### config.mk
export PLATFORM = sky130hd
export DESIGN_NAME = input_capture_channel
export DESIGN_NICKNAME = d
export VERILOG_FILES = /design/src/hdl/capture_pkg.sv /design/src/hdl/input_capture_channel.sv
export VERILOG_INCLUDE_DIRS = /design/src /design/src/hdl
export SDC_FILE = /design/constraint.sdc
export NUM_CORES = 1
export LEC_CHECK = 0
export ABC_AREA = 1
export BUFFER_PORTS_ARGS = -buffer_cell sky130_fd_sc_hd__buf_4
export CORE_UTILIZATION = 58
export CTS_CLUSTER_DIAMETER = 150
export CTS_CLUSTER_SIZE = 12
export DETAILED_ROUTE_END_ITERATION = 8
export GPL_ROUTABILITY_DRIVEN = 0
export PLACE_DENSITY = 0.81
export SYNTH_ARGS = -nofsm -noshare
export SYNTH_HDL_FRONTEND = slang
export SYNTH_SLANG_ARGS = --single-unit
### constraint.sdc
create_clock -name i_clk -period 3.1 [get_ports i_clk]
set_input_delay 0.62 -clock i_clk [delete_from_list [all_inputs] [get_ports i_clk]]
set_output_delay 0.62 -clock i_clk [all_outputs]
set_load 0.01 [all_outputs]
### src/hdl/capture_map.svh
// Register offsets, field positions, reset values and counts of the capture channel
`ifndef CAPTURE_MAP_SVH
`define CAPTURE_MAP_SVH

`define CAP_CTRL_OFS        12'h000
`define CAP_STAT_OFS        12'h004
`define CAP_IRQ_STAT_OFS    12'h008
`define CAP_IRQ_MASK_OFS    12'h00c
`define CAP_DATA_OFS        12'h010

`define CAP_CTRL_ON_BIT     0
`define CAP_CTRL_MODE_LSB   1
`define CAP_CTRL_FIRST_BIT  4
`define CAP_CTRL_TSEL_LSB   5
`define CAP_CTRL_THR_LSB    7
`define CAP_CTRL_WAKE_BIT   9
`define CAP_CTRL_RST        32'h0000_0000

`define CAP_IRQ_THR_BIT     0
`define CAP_IRQ_OVF_BIT     1
`define CAP_IRQ_EDGE_BIT    2
`define CAP_IRQ_RST         3'h0

`define CAP_DIV4_COUNT      5'h04
`define CAP_DIV16_COUNT     5'h10
`define CAP_FIFO_DEPTH      3'h4

`endif

### src/hdl/capture_pkg.sv
// Types of the capture channel
package capture_pkg;

	typedef enum logic [2:0] {
		MODE_OFF,
		MODE_FALL,
		MODE_RISE,
		MODE_EVERY,
		MODE_EVERY_FIRST,
		MODE_DIV4,
		MODE_DIV16,
		MODE_EDGE_ONLY
	} cap_mode_t;

	typedef enum logic [1:0] {
		TB_A,
		TB_B,
		TB_CASCADE,
		TB_SPARE
	} tb_sel_t;

	typedef struct packed {
		logic [31:0] paddr;
		logic        psel;
		logic        penable;
		logic        pwrite;
		logic [31:0] pwdata;
	} apb_req_t;

	typedef struct packed {
		logic [31:0] prdata;
		logic        pready;
		logic        pslverr;
	} apb_rsp_t;

	typedef struct packed {
		logic        wake_en;
		logic [1:0]  threshold;
		tb_sel_t     tb_sel;
		logic        first_rise;
		cap_mode_t   mode;
		logic        on;
	} cap_ctrl_t;

endpackage

### src/hdl/input_capture_channel.sv
// One input capture channel with APB registers, four-entry FIFO and interrupt
//
// Added by the designer: the register addresses and register access over APB.
`include "capture_map.svh"
`timescale 1ns/100ps
`default_nettype none

module input_capture_channel (
	// Clock and reset
	input  wire logic                  i_clk,
	input  wire logic                  i_resetn,
	input  wire logic                  i_clk_en,
	// APB slave
	input  wire capture_pkg::apb_req_t i_apb,
	output capture_pkg::apb_rsp_t      o_apb,
	// Time bases and capture pin
	input  wire logic [15:0]           i_time_base_a,
	input  wire logic [15:0]           i_time_base_b,
	input  wire logic                  i_capture_input_pin,
	// Interrupt and wake
	output logic                       o_irq,
	output logic                       o_wake
);

	localparam int DEPTH = 4;

	// Synchroniser and edge history
	logic       pin_meta;
	logic       pin_sync;
	logic       pin_prev;
	logic       next_pin_meta;
	logic       next_pin_sync;
	logic       next_pin_prev;

	// Control and status
	capture_pkg::cap_ctrl_t ctrl;
	capture_pkg::cap_ctrl_t next_ctrl;
	logic [2:0]             irq_stat;
	logic [2:0]             next_irq_stat;
	logic [2:0]             irq_mask;
	logic [2:0]             next_irq_mask;
	logic [4:0]             pre_cnt;
	logic [4:0]             next_pre_cnt;
	logic                   armed;
	logic                   next_armed;
	logic [31:0]            rdata;
	logic [31:0]            next_rdata;

	// FIFO
	logic [31:0] fifo_mem [DEPTH];
	logic [31:0] next_fifo_mem [DEPTH];
	logic [1:0]  wr_ptr;
	logic [1:0]  next_wr_ptr;
	logic [1:0]  rd_ptr;
	logic [1:0]  next_rd_ptr;
	logic [2:0]  count;
	logic [2:0]  next_count;

	logic        rise;
	logic        fall;
	logic        event_hit;
	logic        push;
	logic        pop;
	logic        full;
	logic        wr_acc;
	logic        rd_acc;
	logic        rd_set;
	logic        pop_ok;
	logic        next_pop_ok;
	logic [31:0] sample;

	function automatic logic reg_hit(input logic [31:0] addr, input logic [11:0] ofs);
		reg_hit = (addr[11:2] == ofs[11:2]) && (addr[31:12] == 20'h0_0000);
	endfunction

	assign rise   = pin_sync & ~pin_prev;
	assign fall   = ~pin_sync & pin_prev;
	assign full   = (count == `CAP_FIFO_DEPTH);
	assign wr_acc = i_apb.psel & i_apb.penable & i_apb.pwrite;
	assign rd_acc = i_apb.psel & i_apb.penable & ~i_apb.pwrite;
	assign rd_set = i_apb.psel & ~i_apb.penable & ~i_apb.pwrite;
	// Pop only on the access edge, and only if the word was there at setup
	assign pop    = rd_acc && pop_ok;

	// Time base chosen by tb_sel; timers may run on any clock, only values matter
	always_comb begin
		unique case (ctrl.tb_sel)
			capture_pkg::TB_A:       sample = {16'h0000, i_time_base_a};
			capture_pkg::TB_B:       sample = {16'h0000, i_time_base_b};
			capture_pkg::TB_CASCADE: sample = {i_time_base_b, i_time_base_a};
			default:                 sample = {16'h0000, i_time_base_a};
		endcase
	end

	// Event selection
	always_comb begin
		next_pre_cnt = pre_cnt;
		next_armed   = armed;
		event_hit    = 1'b0;
		if (!ctrl.on) begin
			next_pre_cnt = 5'h00;
			next_armed   = 1'b0;
		end else begin
			unique case (ctrl.mode)
				capture_pkg::MODE_OFF:       event_hit = 1'b0;
				capture_pkg::MODE_FALL:      event_hit = fall;
				capture_pkg::MODE_RISE:      event_hit = rise;
				capture_pkg::MODE_EVERY:     event_hit = rise | fall;
				capture_pkg::MODE_EDGE_ONLY: event_hit = rise | fall;
				capture_pkg::MODE_EVERY_FIRST: begin
					if (armed) begin
						event_hit = rise | fall;
					end else if (ctrl.first_rise ? rise : fall) begin
						event_hit  = 1'b1;
						next_armed = 1'b1;
					end
				end
				capture_pkg::MODE_DIV4, capture_pkg::MODE_DIV16: begin
					if (rise) begin
						if (next_pre_cnt_limit(ctrl.mode, pre_cnt)) begin
							event_hit    = 1'b1;
							next_pre_cnt = 5'h00;
						end else begin
							next_pre_cnt = pre_cnt + 5'h01;
						end
					end
				end
			endcase
		end
	end

	function automatic logic next_pre_cnt_limit(input capture_pkg::cap_mode_t m,
		input logic [4:0] c);
		if (m == capture_pkg::MODE_DIV4) begin
			next_pre_cnt_limit = (c == (`CAP_DIV4_COUNT - 5'h01));
		end else begin
			next_pre_cnt_limit = (c == (`CAP_DIV16_COUNT - 5'h01));
		end
	endfunction

	// Edge-only mode raises the interrupt but stores nothing
	assign push = event_hit && (ctrl.mode != capture_pkg::MODE_EDGE_ONLY) && !full;

	// One load decoder per entry; only the slot under the write pointer loads
	generate
		for (genvar g = 0; g < DEPTH; g++) begin : g_entry
			always_comb begin
				next_fifo_mem[g] = fifo_mem[g];
				if (push && (wr_ptr == 2'(g))) begin
					next_fifo_mem[g] = sample;
				end
			end
		end
	endgenerate

	// FIFO pointers and fill count
	always_comb begin
		next_wr_ptr   = wr_ptr;
		next_rd_ptr   = rd_ptr;
		next_count    = count;
		if (push) begin
			next_wr_ptr = wr_ptr + 2'h1;
		end
		if (pop) begin
			next_rd_ptr = rd_ptr + 2'h1;
		end
		if (push && !pop) begin
			next_count = count + 3'h1;
		end else if (pop && !push) begin
			next_count = count - 3'h1;
		end
	end

	// Registers, sticky flags and read data
	always_comb begin
		logic [2:0] set_bits;
		set_bits      = 3'h0;
		next_ctrl     = ctrl;
		next_irq_mask = irq_mask;
		next_rdata    = rdata;
		next_pop_ok   = pop_ok;
		// Threshold is a level condition; re-sets every cycle until drained
		set_bits[`CAP_IRQ_THR_BIT]  = ctrl.on && (count >= ({1'b0, ctrl.threshold} + 3'h1));
		set_bits[`CAP_IRQ_OVF_BIT]  = event_hit && full &&
			(ctrl.mode != capture_pkg::MODE_EDGE_ONLY);
		set_bits[`CAP_IRQ_EDGE_BIT] = event_hit;
		next_irq_stat = irq_stat;
		if (wr_acc && reg_hit(i_apb.paddr, `CAP_IRQ_STAT_OFS)) begin
			next_irq_stat = irq_stat & ~i_apb.pwdata[2:0];
		end
		// Set wins over a clearing write in the same cycle
		next_irq_stat = next_irq_stat | set_bits;
		if (wr_acc && reg_hit(i_apb.paddr, `CAP_CTRL_OFS)) begin
			next_ctrl = i_apb.pwdata[9:0];
		end
		if (wr_acc && reg_hit(i_apb.paddr, `CAP_IRQ_MASK_OFS)) begin
			next_irq_mask = i_apb.pwdata[2:0];
		end
		// Read data is taken in setup so that it stands through the access cycle
		if (rd_set) begin
			next_pop_ok = reg_hit(i_apb.paddr, `CAP_DATA_OFS) && (count != 3'h0);
			if (reg_hit(i_apb.paddr, `CAP_CTRL_OFS)) begin
				next_rdata = {22'h00_0000, ctrl};
			end else if (reg_hit(i_apb.paddr, `CAP_STAT_OFS)) begin
				next_rdata = {28'h000_0000, full, count};
			end else if (reg_hit(i_apb.paddr, `CAP_IRQ_STAT_OFS)) begin
				next_rdata = {29'h0000_0000, irq_stat};
			end else if (reg_hit(i_apb.paddr, `CAP_IRQ_MASK_OFS)) begin
				next_rdata = {29'h0000_0000, irq_mask};
			end else if (reg_hit(i_apb.paddr, `CAP_DATA_OFS)) begin
				next_rdata = fifo_mem[rd_ptr];
			end else begin
				next_rdata = 32'h0000_0000;
			end
		end else if (rd_acc) begin
			next_pop_ok = 1'b0;
		end
	end

	// Two-flop synchroniser, then one history stage for edge detection
	always_comb begin
		next_pin_meta = i_capture_input_pin;
		next_pin_sync = pin_meta;
		next_pin_prev = pin_sync;
	end

	// Frozen with the rest, so an edge seen while disabled is kept, not lost
	always_ff @(posedge i_clk or negedge i_resetn) begin
		if (!i_resetn) begin
			pin_meta <= 1'b0;
			pin_sync <= 1'b0;
			pin_prev <= 1'b0;
		end else if (i_clk_en) begin
			pin_meta <= next_pin_meta;
			pin_sync <= next_pin_sync;
			pin_prev <= next_pin_prev;
		end
	end

	// Control, status and read data
	always_ff @(posedge i_clk or negedge i_resetn) begin
		if (!i_resetn) begin
			ctrl     <= 10'(`CAP_CTRL_RST);
			irq_stat <= `CAP_IRQ_RST;
			irq_mask <= `CAP_IRQ_RST;
			pre_cnt  <= 5'h00;
			armed    <= 1'b0;
			rdata    <= 32'h0000_0000;
			pop_ok   <= 1'b0;
		end else if (i_clk_en) begin
			ctrl     <= next_ctrl;
			irq_stat <= next_irq_stat;
			irq_mask <= next_irq_mask;
			pre_cnt  <= next_pre_cnt;
			armed    <= next_armed;
			rdata    <= next_rdata;
			pop_ok   <= next_pop_ok;
		end
	end

	// FIFO storage and pointers
	always_ff @(posedge i_clk or negedge i_resetn) begin
		if (!i_resetn) begin
			wr_ptr   <= 2'h0;
			rd_ptr   <= 2'h0;
			count    <= 3'h0;
			for (int i = 0; i < DEPTH; i++) begin
				fifo_mem[i] <= 32'h0000_0000;
			end
		end else if (i_clk_en) begin
			wr_ptr   <= next_wr_ptr;
			rd_ptr   <= next_rd_ptr;
			count    <= next_count;
			fifo_mem <= next_fifo_mem;
		end
	end

	// Zero-wait slave; read data loaded in setup, so it stands when pready is seen
	always_comb begin
		o_apb.pready  = 1'b1;
		o_apb.pslverr = 1'b0;
		o_apb.prdata  = rdata;
	end

	assign o_irq  = |(irq_stat & irq_mask);
	// Wake is combinational from the synchronised pin edges, so it needs i_clk_en to see a new edge
	assign o_wake = ctrl.on && ctrl.wake_en && (rise | fall);

endmodule

`default_nettype wire

## After elaboration in Yosys (flattened, before gate mapping)

Index checks and enable logic that the tools add are counted.

- Bits in read-only memories: 0
- Memories kept: 0
- Register bits after elaboration: 193
- Logic and storage cells: 151
- Latch bits: 0
- Bits in writable memories: 0
- Output and inout port bits: 36

- Order comparisons: 2
- Equality and inequality tests: 23
- Mux-type cells: 32
- Shifts and indexed selects: 0
- Reduce and logical (&&, ||, !) cells: 49
- Multipliers: 0
- Add/sub/neg operators: 6
- Bitwise logic cells: 17
- Divide/modulo/power cells: 0

Operators with widths:

| cell | count |
|---|---|
| $mux W32 | 7 |
| $bmux W32 S2 | 1 |
| $pmux W32 S2 | 1 |
| $reduce_and A2 Y1 | 12 |
| $logic_and A1 B1 Y1 | 23 |
| $eq A10 B2 Y1 const B | 2 |
| $logic_not A20 Y1 | 1 |
| $mux W5 | 4 |
| $eq A3 B3 Y1 const B | 5 |
| $mux W1 | 15 |
| $eq A10 B1 Y1 const B | 1 |
| $eq A10 B3 Y1 const B | 1 |
| $logic_not A10 Y1 | 1 |
| $mux W3 | 3 |
| $and A1 B1 Y1 | 7 |
| $and A3 B3 Y3 | 2 |
| $eq A2 B2 Y1 const B | 3 |
| $eq A3 B2 Y1 const B | 2 |
| $ne A2 B1 Y1 const B | 3 |
| $pmux W1 S6 | 1 |
| $add A5 B1 Y5 const B | 1 |
| $eq A5 B2 Y1 const B | 1 |
| $eq A5 B4 Y1 const B | 1 |
| $add A2 B1 Y2 const B | 2 |
| other kinds (21) | 29 |

## Longest topological paths before layout

- Depth after elaboration: 15
- Depth in mapped cells: 16
- Depth with buffers taken out: 16

## Least setup slack after synthesis

No wires, ideal clock.

- Kind: reg2reg
- From: reg pin_prev
- To: reg count[2]
- Data arrival time: 2,127 ps
- Cell stages (with the launch flop): 15
- Slack: 842 ps
- Required time: 2,969 ps
- Cell sequence: dfrtp_1 > inv_1 > ha_1 > or2_0 > nand2_1 > nand2_1 > nand3_2 > nand3_1 > inv_1 > ha_1 > inv_1 > fa_1 > a21oi_1 > o21ai_0 > xor2_1

- Word-level cells in the longest chain between the ends: 13
- Elaborated cells on any way between the ends: 18

RTL lines:

| element | RTL line | text |
|---|---|---|
| start, declared | input_capture_channel.sv:30 | `logic pin_prev;` |
| start signal, assigned | input_capture_channel.sv:236 | `pin_prev <= next_pin_prev;` |
| $not A1 Y1 | input_capture_channel.sv:76 | `assign rise = pin_sync & ~pin_prev;` |
| $and A1 B1 Y1 | input_capture_channel.sv:76 |  |
| $mux W1 (2 in a row) | input_capture_channel.sv:113 | `end else if (ctrl.first_rise ? rise : fall) begin` |
| $mux W1 | input_capture_channel.sv:111 | `if (armed) begin` |
| $pmux W1 S6 * | input_capture_channel.sv:104 | `unique case (ctrl.mode)` |
| $mux W1 * | input_capture_channel.sv:100 | `if (!ctrl.on) begin` |
| $logic_and A1 B1 Y1 * (2 in a row) | input_capture_channel.sv:142 | `assign push = event_hit && (ctrl.mode != capture_pkg::MODE_EDGE_ONLY) && !full;` |
| $logic_not A1 Y1 | input_capture_channel.sv:169 | `end else if (pop && !push) begin` |
| $logic_and A1 B1 Y1 | input_capture_channel.sv:169 |  |
| $reduce_bool A2 Y1 (no source line) | n/a |  |
| $reduce_and A2 Y1 (no source line) | n/a |  |
| end signal, assigned | input_capture_channel.sv:273 | `count <= next_count;` |
| end, declared | input_capture_channel.sv:56 | `logic [2:0] count;` |

Mark *: on every way between the ends. The rest lies on a longest branch, timed or not.
A chain may end at the register's enable or synchronous reset.

## Final worst setup path

- From: reg pin_prev
- To: reg fifo_mem[120] (netlist bit)

- Word-level cells in the longest chain between the ends: 11
- Elaborated cells on any way between the ends: 14

RTL lines:

| element | RTL line | text |
|---|---|---|
| $not A1 Y1 | input_capture_channel.sv:76 |  |
| $and A1 B1 Y1 | input_capture_channel.sv:76 |  |
| $mux W1 (2 in a row) | input_capture_channel.sv:113 |  |
| $mux W1 | input_capture_channel.sv:111 |  |
| $pmux W1 S6 * | input_capture_channel.sv:104 |  |
| $mux W1 * | input_capture_channel.sv:100 |  |
| $logic_and A1 B1 Y1 * (2 in a row) | input_capture_channel.sv:142 |  |
| $logic_and A1 B1 Y1 * | input_capture_channel.sv:149 | `if (push && (wr_ptr == 2'(g))) begin` |
| $reduce_and A2 Y1 (no source line) * | n/a |  |
| end signal, assigned | input_capture_channel.sv:274 | `fifo_mem <= next_fifo_mem;` |
| end, declared | input_capture_channel.sv:50 | `logic [31:0] fifo_mem [DEPTH];` |

Marks and branches as above.

==> key figures <==
Placement
  • Detailed Place HPWL: about 18 mm
  • I/O Buffers: 112
  • Post-placement cell area: 10,800 sq um
  • DP Cell Count: ~1,600

STA
  • Crit share post-route: 0.929
  • FMAX: 0.347 GHz
  • Total Neg Setup Slack: 0 ns
  • Fin crit period: roughly 2.9 ns
  • Worst relative slew slack: 0.323
  • Count of pins over their slew limit: 0
  • Hold_ws: 0.167 ns
  • Final Setup Violations: 0
  • RSZ-0062 raised after global routing: false
  • Final Hold Vio Count: 0
  • Clock skew: 0.0104 ns
  • Worst slew pin tran: around 1.0 ns

Synthesis
  • Syn Inst Count: 1,277
  • Most common cell in the netlist: nand2_1
  • Post-synth cell types: 34
  • Register bit total from synthesis: around 190
  • Register area share after synthesis: 0.497
  • Top cells by area in the synthesized netlist: dfrtp_1 50%, nand2_1 17%, o21ai_0 6.5%
  • Commonest cells in the netlist: 445 x nand2_1, 193 x dfrtp_1, 127 x o21ai_0
  • Synth Cell Area: 9710 sq um
  • Ys async rst share: 1.00
  • Syn_nets: 1,395
  • Synth Warn #: 0
  • Prevailing post-synth register cell: dfrtp_1
  • Mapped Avg Cell Area: 7.60 sq um
  • Yosys top cell area share: 0.497
  • Cell accounting for the most synthesized area: dfrtp_1
  • Post-synth EDFFs: 0

CTS
  • CTS root buffer: clkbuf_16
  • PostCTS Resize Cnt: 0
  • Later-pin clock latency in the skew report: 0.44 ns
  • Setup Fix Bufs, Post-CTS: 0
  • Worst-path clk slew: 0.07 ns
  • H-tree levels: 4
  • Hold buffer count at CTS: 0
  • CTS Sinks: 193
  • Total CTS buffers: 17
  • CTS Buffer Depth: 2
  • CTS tree: done

Route
  • Residual DRC: 0
  • DR vias: between 9,000 and 10,000
  • Drt total wl: 27.3 mm
  • Via density: slightly below 6
  • Antenna Violating Nets Remaining: 0
  • DRT iter0 DRCs: 965
  • Avg WL per Cell: approximately 17 um
  • Pre-antenna DRT Iters: 5

Finish
  • Area delta synth->final: 16.6%
  • Layout cells sized above 1: 0.137
  • FILL cells: around 1,300
  • Design area: 11,300 sq um
  • Final Non-Filler Cells: 1,593
  • Util after Layout: 0.702
  • Nets: 1,482
  • Antenna Cells: 0

Critical path
  • WP data arrival: about 3.3 ns
  • Reg-to-reg setup timing slack: 0.22 ns
  • Crit-path max FO: 55
  • Reg2Reg Depth: 11
  • CP endpoint kind: flip-flop
  • Nature of the critical path startpoint: flip-flop
  • CP Data Required Time: about 3.5 ns
  • Critical path class: flip-flop to flip-flop

GRT
  • Gr busiest metal: met2
  • Grt ovf: 0
  • Initial antenna violation count: 0
  • Largest net degree at the start of global routing: 68
  • Vias in the first global route: 8,983
  • Met3 Use GR: 0.0621
  • Met1 global-route usage: 0.413
  • First-pass GRT wire length: between 40 and 50 mm
  • M2 GR Usage: 0.548
  • GRT Util Overall: 0.329

Pwr
  • Maximum vdd ir drop: approximately 0.43 mV
  • Leakage: 6.15 nW
  • Power Dens Cells: between 400 and 500 nW/um^2

Die
  • Total die area: 17,300 sq um
  • Row count: 46
  • Horiz. Die Dim: 131 um
  • Starting Density: 0.602
  • IO Pins: around 140
  • Die H: between 100 and 150 um
  • Core ar.: 16,100 sq um

Worst hold path
  • HP Class: primary input to asynchronous set/reset pin

Status
  • Status: finished, final reports clean

Job
  • Max cap viols: 0
[power breakdown]
group	switching, mW	internal (mW)	leakage, nW
combinational	0.137	0.0870	3.26
sequential	0.00314	2.52	2.64
clock	0.973	1.09	0.251
[critical path: stages (launching register included)]
cell and delay (ns):
dfrtp_1 0.39, inv_1 0.08, ha_1 0.20, nand3_1 0.09, nor2_1 0.19, nand3_1 0.14
nand3_2 0.13, nand4_4 0.65, nor2_2 0.34, buf_4 0.36, nand2_1 0.12, nand2_1 0.10
[area by class of cell]
class / instances / area [sq um] / share of cell area
clock inverters: 10 / 76.3 / 0.00674
inverters: 68 / 255 / 0.0226
flip-flops and latches: 193 / 4830 / 0.427
well taps: 216 / 270 / 0.0239
clock buffers: 22 / 474 / 0.0419
repair buffers: 148 / 1130 / 0.0998
multi-input cells: 936 / 4280 / 0.378
[worst paths after layout]
| check | endpoint | start |
|---|---|---|
| max in group asynchronous | fifo_mem[102] | i_resetn |
| hold reg to reg | fifo_mem[63] | fifo_mem[63] |
| hold / removal | rdata[29] | i_resetn |
| min in group i_clk | next_pin_sync | i_capture_input_pin |
| setup reg to reg | fifo_mem[120] | pin_prev |
| setup / recovery | fifo_mem[120] | pin_prev |
[layer usage]
| layer | routed length [um] | share of wire | vias to the layer above |
|---|---|---|---|
| met4 | 1030 | 0.038 | 0 |
| met5 | 0 | 0 | - |
| met2 | 13300 | 0.49 | 418 |
| li1 | - | - | 4328 |
| met1 | 10900 | 0.40 | 4371 |
| met3 | 2110 | 0.077 | 74 |
[registers in the layout (all words and copies together), names as in the netlist, 2 cells and up]
name      count
count         3
ctrl         10
fifo_mem    128
irq_mask      3
irq_stat      3
pre_cnt       5
rd_ptr        2
rdata        32
wr_ptr        2
[placed cells by master (no fill, tap or decap), types with 2 or more instances in the layout]
| cell | synthesis | final |
|---|---|---|
| nand3_1 | 64 | 64 |
| nand2_2 | 2 | 2 |
| nor3b_1 | 2 | 2 |
| clkinvlp_4 | 0 | 6 |
| ha_1 | 14 | 14 |
| o21ai_0 | 127 | 127 |
| o21ai_1 | 91 | 91 |
| nor2_1 | 97 | 96 |
| nand2_1 | 445 | 445 |
| inv_6 | 0 | 2 |
| a21oi_1 | 17 | 17 |
| nor2_2 | 5 | 6 |
| o22ai_1 | 28 | 28 |
| clkbuf_16 | 0 | 17 |
| inv_1 | 68 | 67 |
| nand3b_1 | 2 | 2 |
| clkbuf_8 | 0 | 4 |
| xor2_1 | 6 | 6 |
| nor3_1 | 13 | 13 |
| clkbuf_1 | 49 | 2 |
| conb_1 | 2 | 2 |
| buf_4 | 2 | 146 |
| nand4_1 | 4 | 4 |
| dfrtp_1 | 193 | 192 |
| a32o_1 | 7 | 7 |
[cell families (layout without fill, tap and decap cells)]
kind of cell               Yosys count  after routing  share of synthesized area
and+or+nand+nor                    639            639                      0.265
xor gates and xnor gates             6              6                    0.00541
adders and majority gates           15             15                     0.0201
AOI/OAI and AO/OA                  274            274                      0.150
buffers and inverters              148            248                     0.0620
other                                2              2                   0.000774
DFF                                193            193                      0.497
[stage by stage]
| step | setup slack [ns] | power, mW |
|---|---|---|
| after floorplan | 0.842 | 2.63 |
| after global placement | 0.421 | 2.79 |
| after detailed placement | 0.299 | 2.79 |
| after CTS | 0.230 | 4.82 |
| after global routing | 0.00283 | 4.95 |
| final | 0.220 | 4.82 |
Power figures use the tool's default switching activity.
